$ cat src/pkg/dbl_pkg.sv
`default_nettype none
package dbl_pkg;
    // ***************************************************************
    // register map geometry
    // ***************************************************************
    localparam int unsigned DATA_W = 10; // every register is ten bits wide
    localparam int unsigned ADDR_W = 5; // address field of the register port
    localparam logic [4:0] ADDR_NOP = 5'h00;
    localparam logic [4:0] ADDR_CH1_PEAK = 5'h01;
    localparam logic [4:0] ADDR_CH2_PEAK = 5'h02;
    localparam logic [4:0] ADDR_OFF_TIME = 5'h03;
    localparam logic [4:0] ADDR_REG_CTRL = 5'h04;
    localparam logic [4:0] ADDR_THERMAL = 5'h05;
    localparam logic [4:0] ADDR_LED_MEAS = 5'h06;
    localparam logic [4:0] ADDR_CH1_TRIM = 5'h07;
    localparam logic [4:0] ADDR_CH2_TRIM = 5'h08;
    localparam logic [4:0] ADDR_ADC_OTP = 5'h09;
    localparam logic [4:0] ADDR_CH1_VLED = 5'h0a;
    localparam logic [4:0] ADDR_CH2_VLED = 5'h0b;
    // ***************************************************************
    // reset values
    // ***************************************************************
    localparam logic [9:0] RST_ZERO = 10'h000;
    localparam logic [9:0] RST_THERMAL = 10'h0b3;
    localparam logic [9:0] RST_VLED = 10'h100;
    localparam logic [7:0] RST_SAMPLE = 8'h00;
    // ***************************************************************
    // field positions
    // ***************************************************************
    localparam int unsigned PEAK_RANGE_LSB = 8; // range select at [9:8]
    localparam int unsigned TOFF1_LSB = 5; // channel one off-time at [9:5]
    localparam int unsigned CTRL_OCD_LSB = 5; // overcurrent setting at [6:5]
    localparam int unsigned CTRL_FSO_LSB = 2; // fail-safe mode at [4:2]
    localparam int unsigned CTRL_SLOW_BIT = 7;
    localparam int unsigned CTRL_OC1_BIT = 9;
    localparam int unsigned CTRL_OC2_BIT = 8;
    localparam int unsigned CTRL_EN1_BIT = 1;
    localparam int unsigned CTRL_EN2_BIT = 0;
    localparam int unsigned THERM_AR1_BIT = 9;
    localparam int unsigned THERM_AR2_BIT = 8;
    localparam int unsigned PARITY_BIT = 8; // odd parity bit of status words
    localparam int unsigned TRIM_HI_LSB = 7; // temperature trim slice at [9:7]
    localparam int unsigned ADC1_RNG_LSB = 8;
    localparam int unsigned ADC2_RNG_LSB = 6;
endpackage
`default_nettype wire

$ cat src/hdl/dbl_config_regs.sv
// What this block does
// - address zero ignores writes and reads nothing
// - peak register top bits pick current range
// - peak register low byte sets comparator threshold
// - off-time register holds two five-bit constants
// - control bits one, zero enable regulators
// - control bits nine, eight disable offset cancel
// - control holds slope, overcurrent, fail-safe fields
// - thermal bits nine, eight enable auto recovery
// - thermal low byte warning threshold, reset 0b3
// - measure setting low nine bits, trim parity
// - trim registers hold compensation and temperature trim
// - register nine holds two adc range selects
// - status bit eight gives odd parity
// - status registers return latest adc sample
// - status reset reads bit eight only set
`timescale 1ns/1ns
`default_nettype none
module dbl_config_regs (
    input wire logic clk,
    input wire logic rst,
    // register port from the serial front end; each strobe stands one cycle
    // and carries exactly one ten-bit word, so there is no burst state here
    input wire logic reg_wr, // one-cycle write strobe from the serial front end
    input wire logic reg_rd, // one-cycle read strobe
    // address and data only matter while a strobe is high
    input wire logic [4:0] reg_addr,
    input wire logic [9:0] reg_wdata,
    // answer side: word and marker both come from flops
    output logic [9:0] reg_rdata, // read answer, valid one cycle after reg_rd
    output logic reg_rvalid,
    // measurement side: the adc hands over finished results, never the host
    input wire logic ch1_sample_valid, // adc delivers a new channel one result
    input wire logic [7:0] ch1_sample,
    input wire logic ch2_sample_valid,
    input wire logic [7:0] ch2_sample,
    // peak current settings, channel one then channel two
    output logic [1:0] ch1_peak_range_sel,
    output logic [7:0] ch1_peak_threshold,
    output logic [1:0] ch2_peak_range_sel,
    output logic [7:0] ch2_peak_threshold,
    // off-time versus led voltage constants
    output logic [4:0] ch1_off_time_const,
    output logic [4:0] ch2_off_time_const,
    // regulator control word
    output logic ch1_offset_cancel_disable,
    output logic ch2_offset_cancel_disable,
    output logic gate_slope_slow_enable,
    output logic [1:0] overcurrent_detect_setting,
    output logic [2:0] failsafe_mode_select,
    output logic ch1_regulator_enable,
    output logic ch2_regulator_enable,
    // thermal recovery and warning
    output logic ch1_thermal_auto_recover,
    output logic ch2_thermal_auto_recover,
    output logic [7:0] thermal_warn_threshold,
    // measurement setup, temperature trim and peak compensation
    output logic [8:0] led_measure_setting,
    output logic temp_adc_trim_parity,
    output logic [5:0] temp_adc_trim,
    output logic [6:0] ch1_peak_compensation,
    output logic [6:0] ch2_peak_compensation,
    // adc ranges and raw otp control bits
    output logic [1:0] ch1_led_adc_range,
    output logic [1:0] ch2_led_adc_range,
    output logic [5:0] otp_control // low six bits of register nine, passed on raw
);
    // ***************************************************************
    // storage
    // ***************************************************************
    // control words, written by the host only
    logic [9:0] ch1_peak_r; // channel one peak current word
    logic [9:0] ch2_peak_r; // channel two peak current word
    logic [9:0] off_time_r; // both off-time constants
    logic [9:0] reg_ctrl_r; // enables, offset cancel, slope, overcurrent, fail-safe
    logic [9:0] thermal_r; // auto recovery and warning threshold
    logic [9:0] led_meas_r; // measurement setting and trim parity
    logic [9:0] ch1_trim_r; // channel one compensation, low trim half
    logic [9:0] ch2_trim_r; // channel two compensation, high trim half
    logic [9:0] adc_otp_r; // adc ranges and otp control
    // status words, written by the adc only
    logic [9:0] ch1_vled_r; // status word incl. parity, set only by the adc
    logic [9:0] ch2_vled_r; // same for channel two
    // read path
    logic [9:0] rdata_nxt; // word picked by the address, before the answer flop

    // odd parity: bit eight makes the nine-bit group hold an odd count;
    // an all-zero sample therefore reads back with bit eight set
    // bit nine of a status word always reads zero
    function automatic logic [9:0] status_word(input logic [7:0] d);
        status_word = {1'b0, ~(^d), d};
    endfunction

    // write decode used by every control register; addresses outside the
    // control map, address zero included, match no target and fall away
    function automatic logic wr_hit(input logic wr, input logic [4:0] a,
                                    input logic [4:0] target);
        wr_hit = wr && (a == target);
    endfunction

    // ***************************************************************
    // control registers
    // ***************************************************************
    // one process per control word: each word is written whole, there is
    // no masked write, so a host that changes one field rewrites its
    // neighbours with the values it last wrote
    // channel one peak word: range select in the top two bits, comparator
    // threshold in the low byte
    always_ff @(posedge clk) begin
        if (rst) begin
            ch1_peak_r <= dbl_pkg::RST_ZERO;
        end else if (wr_hit(reg_wr, reg_addr, dbl_pkg::ADDR_CH1_PEAK)) begin
            ch1_peak_r <= reg_wdata;
        end
    end

    // channel two peak word, same layout as channel one
    always_ff @(posedge clk) begin
        if (rst) begin
            ch2_peak_r <= dbl_pkg::RST_ZERO;
        end else if (wr_hit(reg_wr, reg_addr, dbl_pkg::ADDR_CH2_PEAK)) begin
            ch2_peak_r <= reg_wdata;
        end
    end

    // off-time constants: channel one in the upper five bits, channel two
    // in the lower five
    always_ff @(posedge clk) begin
        if (rst) begin
            off_time_r <= dbl_pkg::RST_ZERO;
        end else if (wr_hit(reg_wr, reg_addr, dbl_pkg::ADDR_OFF_TIME)) begin
            off_time_r <= reg_wdata;
        end
    end

    // regulator control: both enables clear on reset, so the regulators
    // stay off until the host has set the other fields up
    always_ff @(posedge clk) begin
        if (rst) begin
            reg_ctrl_r <= dbl_pkg::RST_ZERO;
        end else if (wr_hit(reg_wr, reg_addr, dbl_pkg::ADDR_REG_CTRL)) begin
            reg_ctrl_r <= reg_wdata;
        end
    end

    // thermal control: the only control word with a non-zero reset value
    // (warning threshold preset, auto recovery off)
    always_ff @(posedge clk) begin
        if (rst) begin
            thermal_r <= dbl_pkg::RST_THERMAL;
        end else if (wr_hit(reg_wr, reg_addr, dbl_pkg::ADDR_THERMAL)) begin
            thermal_r <= reg_wdata;
        end
    end

    // measurement setup; bit nine is the trim parity, stored as written,
    // because checking it is the job of whoever uses the trim
    always_ff @(posedge clk) begin
        if (rst) begin
            led_meas_r <= dbl_pkg::RST_ZERO;
        end else if (wr_hit(reg_wr, reg_addr, dbl_pkg::ADDR_LED_MEAS)) begin
            led_meas_r <= reg_wdata;
        end
    end

    // channel one trim: compensation low, lower temperature trim half on top;
    // the halves only make sense together, so the host writes both words
    always_ff @(posedge clk) begin
        if (rst) begin
            ch1_trim_r <= dbl_pkg::RST_ZERO;
        end else if (wr_hit(reg_wr, reg_addr, dbl_pkg::ADDR_CH1_TRIM)) begin
            ch1_trim_r <= reg_wdata;
        end
    end

    // channel two trim: compensation low, upper temperature trim half
    // on top
    always_ff @(posedge clk) begin
        if (rst) begin
            ch2_trim_r <= dbl_pkg::RST_ZERO;
        end else if (wr_hit(reg_wr, reg_addr, dbl_pkg::ADDR_CH2_TRIM)) begin
            ch2_trim_r <= reg_wdata;
        end
    end

    // adc range selects and the raw otp control bits
    always_ff @(posedge clk) begin
        if (rst) begin
            adc_otp_r <= dbl_pkg::RST_ZERO;
        end else if (wr_hit(reg_wr, reg_addr, dbl_pkg::ADDR_ADC_OTP)) begin
            adc_otp_r <= reg_wdata;
        end
    end

    // ***************************************************************
    // status registers
    // ***************************************************************
    // only the adc strobes load these; host writes are not decoded here, so a
    // write and a fresh sample in one cycle never compete for the word
    // channel one measured led voltage
    always_ff @(posedge clk) begin
        if (rst) begin
            ch1_vled_r <= dbl_pkg::RST_VLED;
        end else if (ch1_sample_valid) begin
            ch1_vled_r <= status_word(ch1_sample);
        end
    end

    // channel two measured led voltage
    always_ff @(posedge clk) begin
        if (rst) begin
            ch2_vled_r <= dbl_pkg::RST_VLED;
        end else if (ch2_sample_valid) begin
            ch2_vled_r <= status_word(ch2_sample);
        end
    end

    // ***************************************************************
    // read mux
    // ***************************************************************
    // nop and unmapped addresses answer all zeros
    // a status word read in the cycle of a new sample shows the older value;
    // the new one is there from the next read on
    always_comb begin
        unique case (reg_addr)
            dbl_pkg::ADDR_CH1_PEAK: rdata_nxt = ch1_peak_r;
            dbl_pkg::ADDR_CH2_PEAK: rdata_nxt = ch2_peak_r;
            dbl_pkg::ADDR_OFF_TIME: rdata_nxt = off_time_r;
            dbl_pkg::ADDR_REG_CTRL: rdata_nxt = reg_ctrl_r;
            dbl_pkg::ADDR_THERMAL: rdata_nxt = thermal_r;
            dbl_pkg::ADDR_LED_MEAS: rdata_nxt = led_meas_r;
            dbl_pkg::ADDR_CH1_TRIM: rdata_nxt = ch1_trim_r;
            dbl_pkg::ADDR_CH2_TRIM: rdata_nxt = ch2_trim_r;
            dbl_pkg::ADDR_ADC_OTP: rdata_nxt = adc_otp_r;
            dbl_pkg::ADDR_CH1_VLED: rdata_nxt = ch1_vled_r;
            dbl_pkg::ADDR_CH2_VLED: rdata_nxt = ch2_vled_r;
            default: rdata_nxt = dbl_pkg::RST_ZERO;
        endcase
    end

    // registered answer so the front end sees a stable word; it is held
    // between reads because the serial side may shift it out slowly
    always_ff @(posedge clk) begin
        if (rst) begin
            reg_rdata <= dbl_pkg::RST_ZERO;
        end else if (reg_rd) begin
            reg_rdata <= rdata_nxt;
        end
    end

    // answer marker: one cycle after each read strobe, never stretched
    always_ff @(posedge clk) begin
        if (rst) begin
            reg_rvalid <= 1'b0;
        end else begin
            reg_rvalid <= reg_rd;
        end
    end

    // ***************************************************************
    // field outputs, straight from the storage flops
    // ***************************************************************
    // every output is a plain slice of a storage flop (temp_adc_trim joins two such slices), so it changes one
    // cycle after the write that sets it and never glitches in between
    // peak current words
    assign ch1_peak_range_sel = ch1_peak_r[dbl_pkg::PEAK_RANGE_LSB +: 2];
    assign ch1_peak_threshold = ch1_peak_r[7:0];
    assign ch2_peak_range_sel = ch2_peak_r[dbl_pkg::PEAK_RANGE_LSB +: 2];
    assign ch2_peak_threshold = ch2_peak_r[7:0];

    // off-time constants
    assign ch1_off_time_const = off_time_r[dbl_pkg::TOFF1_LSB +: 5];
    assign ch2_off_time_const = off_time_r[4:0];

    // regulator control word
    assign ch1_offset_cancel_disable = reg_ctrl_r[dbl_pkg::CTRL_OC1_BIT];
    assign ch2_offset_cancel_disable = reg_ctrl_r[dbl_pkg::CTRL_OC2_BIT];
    assign gate_slope_slow_enable = reg_ctrl_r[dbl_pkg::CTRL_SLOW_BIT];
    assign overcurrent_detect_setting = reg_ctrl_r[dbl_pkg::CTRL_OCD_LSB +: 2];
    assign failsafe_mode_select = reg_ctrl_r[dbl_pkg::CTRL_FSO_LSB +: 3];
    assign ch1_regulator_enable = reg_ctrl_r[dbl_pkg::CTRL_EN1_BIT];
    assign ch2_regulator_enable = reg_ctrl_r[dbl_pkg::CTRL_EN2_BIT];

    // thermal control word
    assign ch1_thermal_auto_recover = thermal_r[dbl_pkg::THERM_AR1_BIT];
    assign ch2_thermal_auto_recover = thermal_r[dbl_pkg::THERM_AR2_BIT];
    assign thermal_warn_threshold = thermal_r[7:0];

    // measurement setup; the trim parity is passed on, not checked here
    assign led_measure_setting = led_meas_r[8:0];
    assign temp_adc_trim_parity = led_meas_r[9];

    // trim halves: register seven low, register eight high
    assign temp_adc_trim = {ch2_trim_r[dbl_pkg::TRIM_HI_LSB +: 3],
                            ch1_trim_r[dbl_pkg::TRIM_HI_LSB +: 3]};
    assign ch1_peak_compensation = ch1_trim_r[6:0];
    assign ch2_peak_compensation = ch2_trim_r[6:0];

    // adc ranges
    assign ch1_led_adc_range = adc_otp_r[dbl_pkg::ADC1_RNG_LSB +: 2];
    assign ch2_led_adc_range = adc_otp_r[dbl_pkg::ADC2_RNG_LSB +: 2];

    // otp control bits are passed on raw; what they mean is decided by the
    // otp sequencer beside this block
    assign otp_control = adc_otp_r[5:0];
endmodule
`default_nettype wire

$ cat config.mk
export PLATFORM = sky130hd
export DESIGN_NAME = dbl_config_regs
export DESIGN_NICKNAME = d
export VERILOG_FILES = /design/src/pkg/dbl_pkg.sv /design/src/hdl/dbl_config_regs.sv
export SDC_FILE = /design/constraint.sdc
export NUM_CORES = 1
export LEC_CHECK = 0
export CAP_MARGIN = 20
export CORE_ASPECT_RATIO = 0.6
export CORE_MARGIN = 1.5
export CORE_UTILIZATION = 57
export CTS_CLUSTER_SIZE = 24
export DETAILED_ROUTE_END_ITERATION = 8
export DONT_BUFFER_PORTS = 1
export PLACE_DENSITY = 0.84
export SLEW_MARGIN = 25
export SYNTH_ARGS = -nofsm -noshare
export SYNTH_HDL_FRONTEND = slang
export SYNTH_SLANG_ARGS = --single-unit
$ cat constraint.sdc
create_clock -name clk -period 1.5 [get_ports clk]
set_input_delay 0.15 -clock clk [delete_from_list [all_inputs] [get_ports clk]]
set_output_delay 0.15 -clock clk [all_outputs]
set_load 0.01 [all_outputs]
==> metrics.md <==
| Metric | Value |
|---|---|
| Leading area contributor after synthesis | dfxtp_1 |
| Crit path buf inv count | 0 |
| Share of cells above drive strength 1 | 0.124 |
| WL final | 20200 um |
| Worst-margin pin slew | 0.542 ns |
| Clock latency on the worst-skew pair | 0.42 ns |
| Delay of the slowest critical-path stage | 0.43 ns |
| Fmax | 684 MHz |
| Total negative slack | 0 ns |
| Rows | 27 |
| Register area share after synthesis | 0.430 |
| PwrDens | 1040 nW/um2 |
| Root Buffer | clkbuf_16 |
| Filler cells | 654 |
| N_diodes | 0 |
| Syn-to-layout area delta | 29.8% |
| Post-Route Skew | 0.00656 ns |
| Main synth FF type | dfxtp_1 |
| Dpl ws | 0.0561 ns |
| First-pass GRT wire length | 30400 um |
| Slowest CP cell | a221oi_1 |
| H-tree Lvls | 4 |
| Horiz. Die Dim | 130 um |
| Total CTS buffers | 17 |
| Critical Path End Type | flip-flop |
| Worst hold-check path type | input port to flip-flop |
| Startpoint types | flip-flop |
| Final slew viol count | 0 |
| Post-synthesis cell type count | 56 |
| IO Pins | 138 |
| Final weighted congestion in routability-driven placement | 1.00 |
| Minimum clock period after layout | 1.46 ns |
| Initial Utilization | 0.595 |
| Setup-failing EPs final | 0 |
| EDFF count, synth | 0 |
| DR vias | 5296 |
| Die Height | 79.4 um |
| Synthesized flop and latch total | 119 |
| Clk sinks | 119 |
| Rel. slew slack | 0.637 |
| Clock slew at reported path FFs | 0.05 ns |
| Drt pass-1 iters | 6 |
| Critical path's top delay family | compound AO/OA/AOI/OAI gates |
| Leak | 3.17 nW |
| Routed vias/inst | 6.47 |
| Power Total | 7.49 mW |
| Port bufs | 0 |
| Mapped cell area | 5550 um2 |
| Critical Path AT | 1.73 ns |
| Clock Tree Buf Depth | 2 |
| Final worst slack | 0.0382 ns |
| CP cell instances | and3_1 > a21o_1 > a221oi_1 > a221oi_1 |
| Hpwl dp | 12300 um |
| Max Cap Violations | 0 |
| CP most frequent cell | a221oi_1 |
| Nets | 715 |
| DRC | 0 |
| CTS tree | yes |
| Initial antenna violation count | 1 |
| WS Path Type | flip-flop to flip-flop |
| Wire per inst | 24.7 um |
| Peak supply drop | 0.000806 V |
| Core ar. | 9320 um2 |
| Share of the synthesized area in the top cell type | 0.430 |
| Hold Violations, Final | 0 |
| CP Data Required Time | 1.77 ns |
| Hold WS | 0.0175 ns |
| Total grt overflow | 0 |
| Vias in the first global route | 5281 |
| Ys Warns | 0 |
| Largest cells by area after synthesis | dfxtp_1 (43%), mux2i_1 (18%), nor2_1 (6.1%) |
| Synth Instances | 590 |
| Die footprint | 10400 um2 |
| Initial DRC Count | 752 |
| Mean Syn Cell Area | 9.40 um2 |
| Status | finished clean |
| Final ANT Viol Nets | 0 |
| Final Cycle Share | 0.975 |
| Maximum fanout along the worst path | 3 |
| Syn Nets | 627 |
| Total GRT Usage | 0.401 |
| Largest net degree at the start of global routing | 68 |
| FFs w/ async S/R, synth | 0 |
-- cell type report --
type | count | area, um2 | area share
Multi-Input combinational cell | 412 | 2900 | 0.403
Sequential cell | 119 | 2380 | 0.331
Timing Repair Buffer | 124 | 1210 | 0.169
Clock buffer | 24 | 472 | 0.0655
Tap cell | 130 | 163 | 0.0226
Clock inverter | 5 | 50.0 | 0.00695
Inverter | 4 | 15.0 | 0.00209
-- stage by stage --
| step | instances | area (um2) | utilization |
|---|---|---|---|
| 2_1_floorplan | 590 | 5550 | - |
| 3_3_place_gp | 698 | 5720 | 0.614 |
| 3_5_place_dp | 698 | 5720 | 0.614 |
| 4_1_cts | 817 | 7160 | 0.768 |
| 5_1_grt | 818 | 7200 | 0.772 |
| 6_report | 818 | 7200 | 0.772 |
-- kinds of logic after synthesis --
group | share of synthesized area
buffers and inverters | 0.0514
multiplexers | 0.205
flip-flops | 0.430
AO/OA/AOI/OAI | 0.113
XOR/XNOR | 0.0221
AND/OR/NAND/NOR | 0.179
-- final timing paths --
check	from	end	cells past startpoint	slack [ns]
worst max register to register	ch1_trim_r[5]$_SDFFE_PP0P_	reg_rdata[5]$_SDFFE_PP0P_	4	0.04
worst min register to register	ch1_vled_r[8]$_SDFFE_PP1P_	ch1_vled_r[8]$_SDFFE_PP1P_	2	0.48
worst max-delay path	ch1_trim_r[5]$_SDFFE_PP0P_	reg_rdata[5]$_SDFFE_PP0P_	4	0.04
worst min-delay path	reg_wr	thermal_r[7]$_SDFFE_PP1P_	3	0.02
-- layer usage --
| layer | vias up | track usage | part of all wire | wire length [um] |
|---|---|---|---|---|
| met1 | 2538 | 0.506 | 0.37 | 7390 |
| met4 | 2 | 0.144 | 0.027 | 548 |
| met5 | - | 0 | 0.00064 | 13 |
| li1 | 2269 | - | - | - |
| met3 | 67 | 0.180 | 0.17 | 3420 |
| met2 | 420 | 0.608 | 0.44 | 8860 |
-- cells in the mapped netlist (5+ instances only) --
cell type    n
dfxtp_1    119
nor2b_1      5
a21oi_1     21
and3_1       7
o21ai_0      7
a21o_1       6
buf_2       15
a221oi_1     8
nor2_1      90
a22o_1       6
nand2_1     38
a32oi_1      5
nand3_1     18
clkbuf_1    31
mux2i_1    100
nand3b_1     9
nand2b_1    10
mux2_2      10
a31oi_1      7
xnor2_1     12
-- state kept, by name (all words and copies together), names as in the netlist --
signal,cells
adc_otp_r,10
ch1_peak_r,10
ch1_trim_r,10
ch1_vled_r,9
ch2_peak_r,10
ch2_trim_r,10
ch2_vled_r,9
led_meas_r,10
off_time_r,10
reg_ctrl_r,10
reg_rdata,10
reg_rvalid,1
thermal_r,10
-- placed cells by master, fill, tap and decap left out, drive strengths merged, types with 6 or more instances in the layout --
cell type / count
a21o: 6
o21ai: 8
a31oi: 7
xnor2: 12
nand2: 38
clkbuf: 24
nand3b: 9
a221oi: 8
nand2b: 10
buf: 35
mux2i: 100
mux2: 10
nor2: 90
and3: 7
a22o: 6
dlygate4sd3: 89
a21oi: 21
dfxtp: 119
nand3: 18
-- worst register-to-register path, stage by stage (launching register included) --
cell and delay, ns:
dfxtp_1 0.36, and3_1 0.18, a21o_1 0.19, a221oi_1 0.43, a221oi_1 0.16
-- where the power goes --
part           total [mW]  switching [mW]  internal [mW]
combinational       0.523           0.231          0.292
clock                3.69            1.37           2.32
sequential           3.28          0.0571           3.22
-- timing repair --
item                                   in CTS  in global routing
gates resized for setup                     0                  7
setup buffers                               0                  1
setup endpoints to repair                   0                 22
endpoints found under the hold margin     119                  0
hold buffers                               90                  0
(Power assumes the default switching activity.)
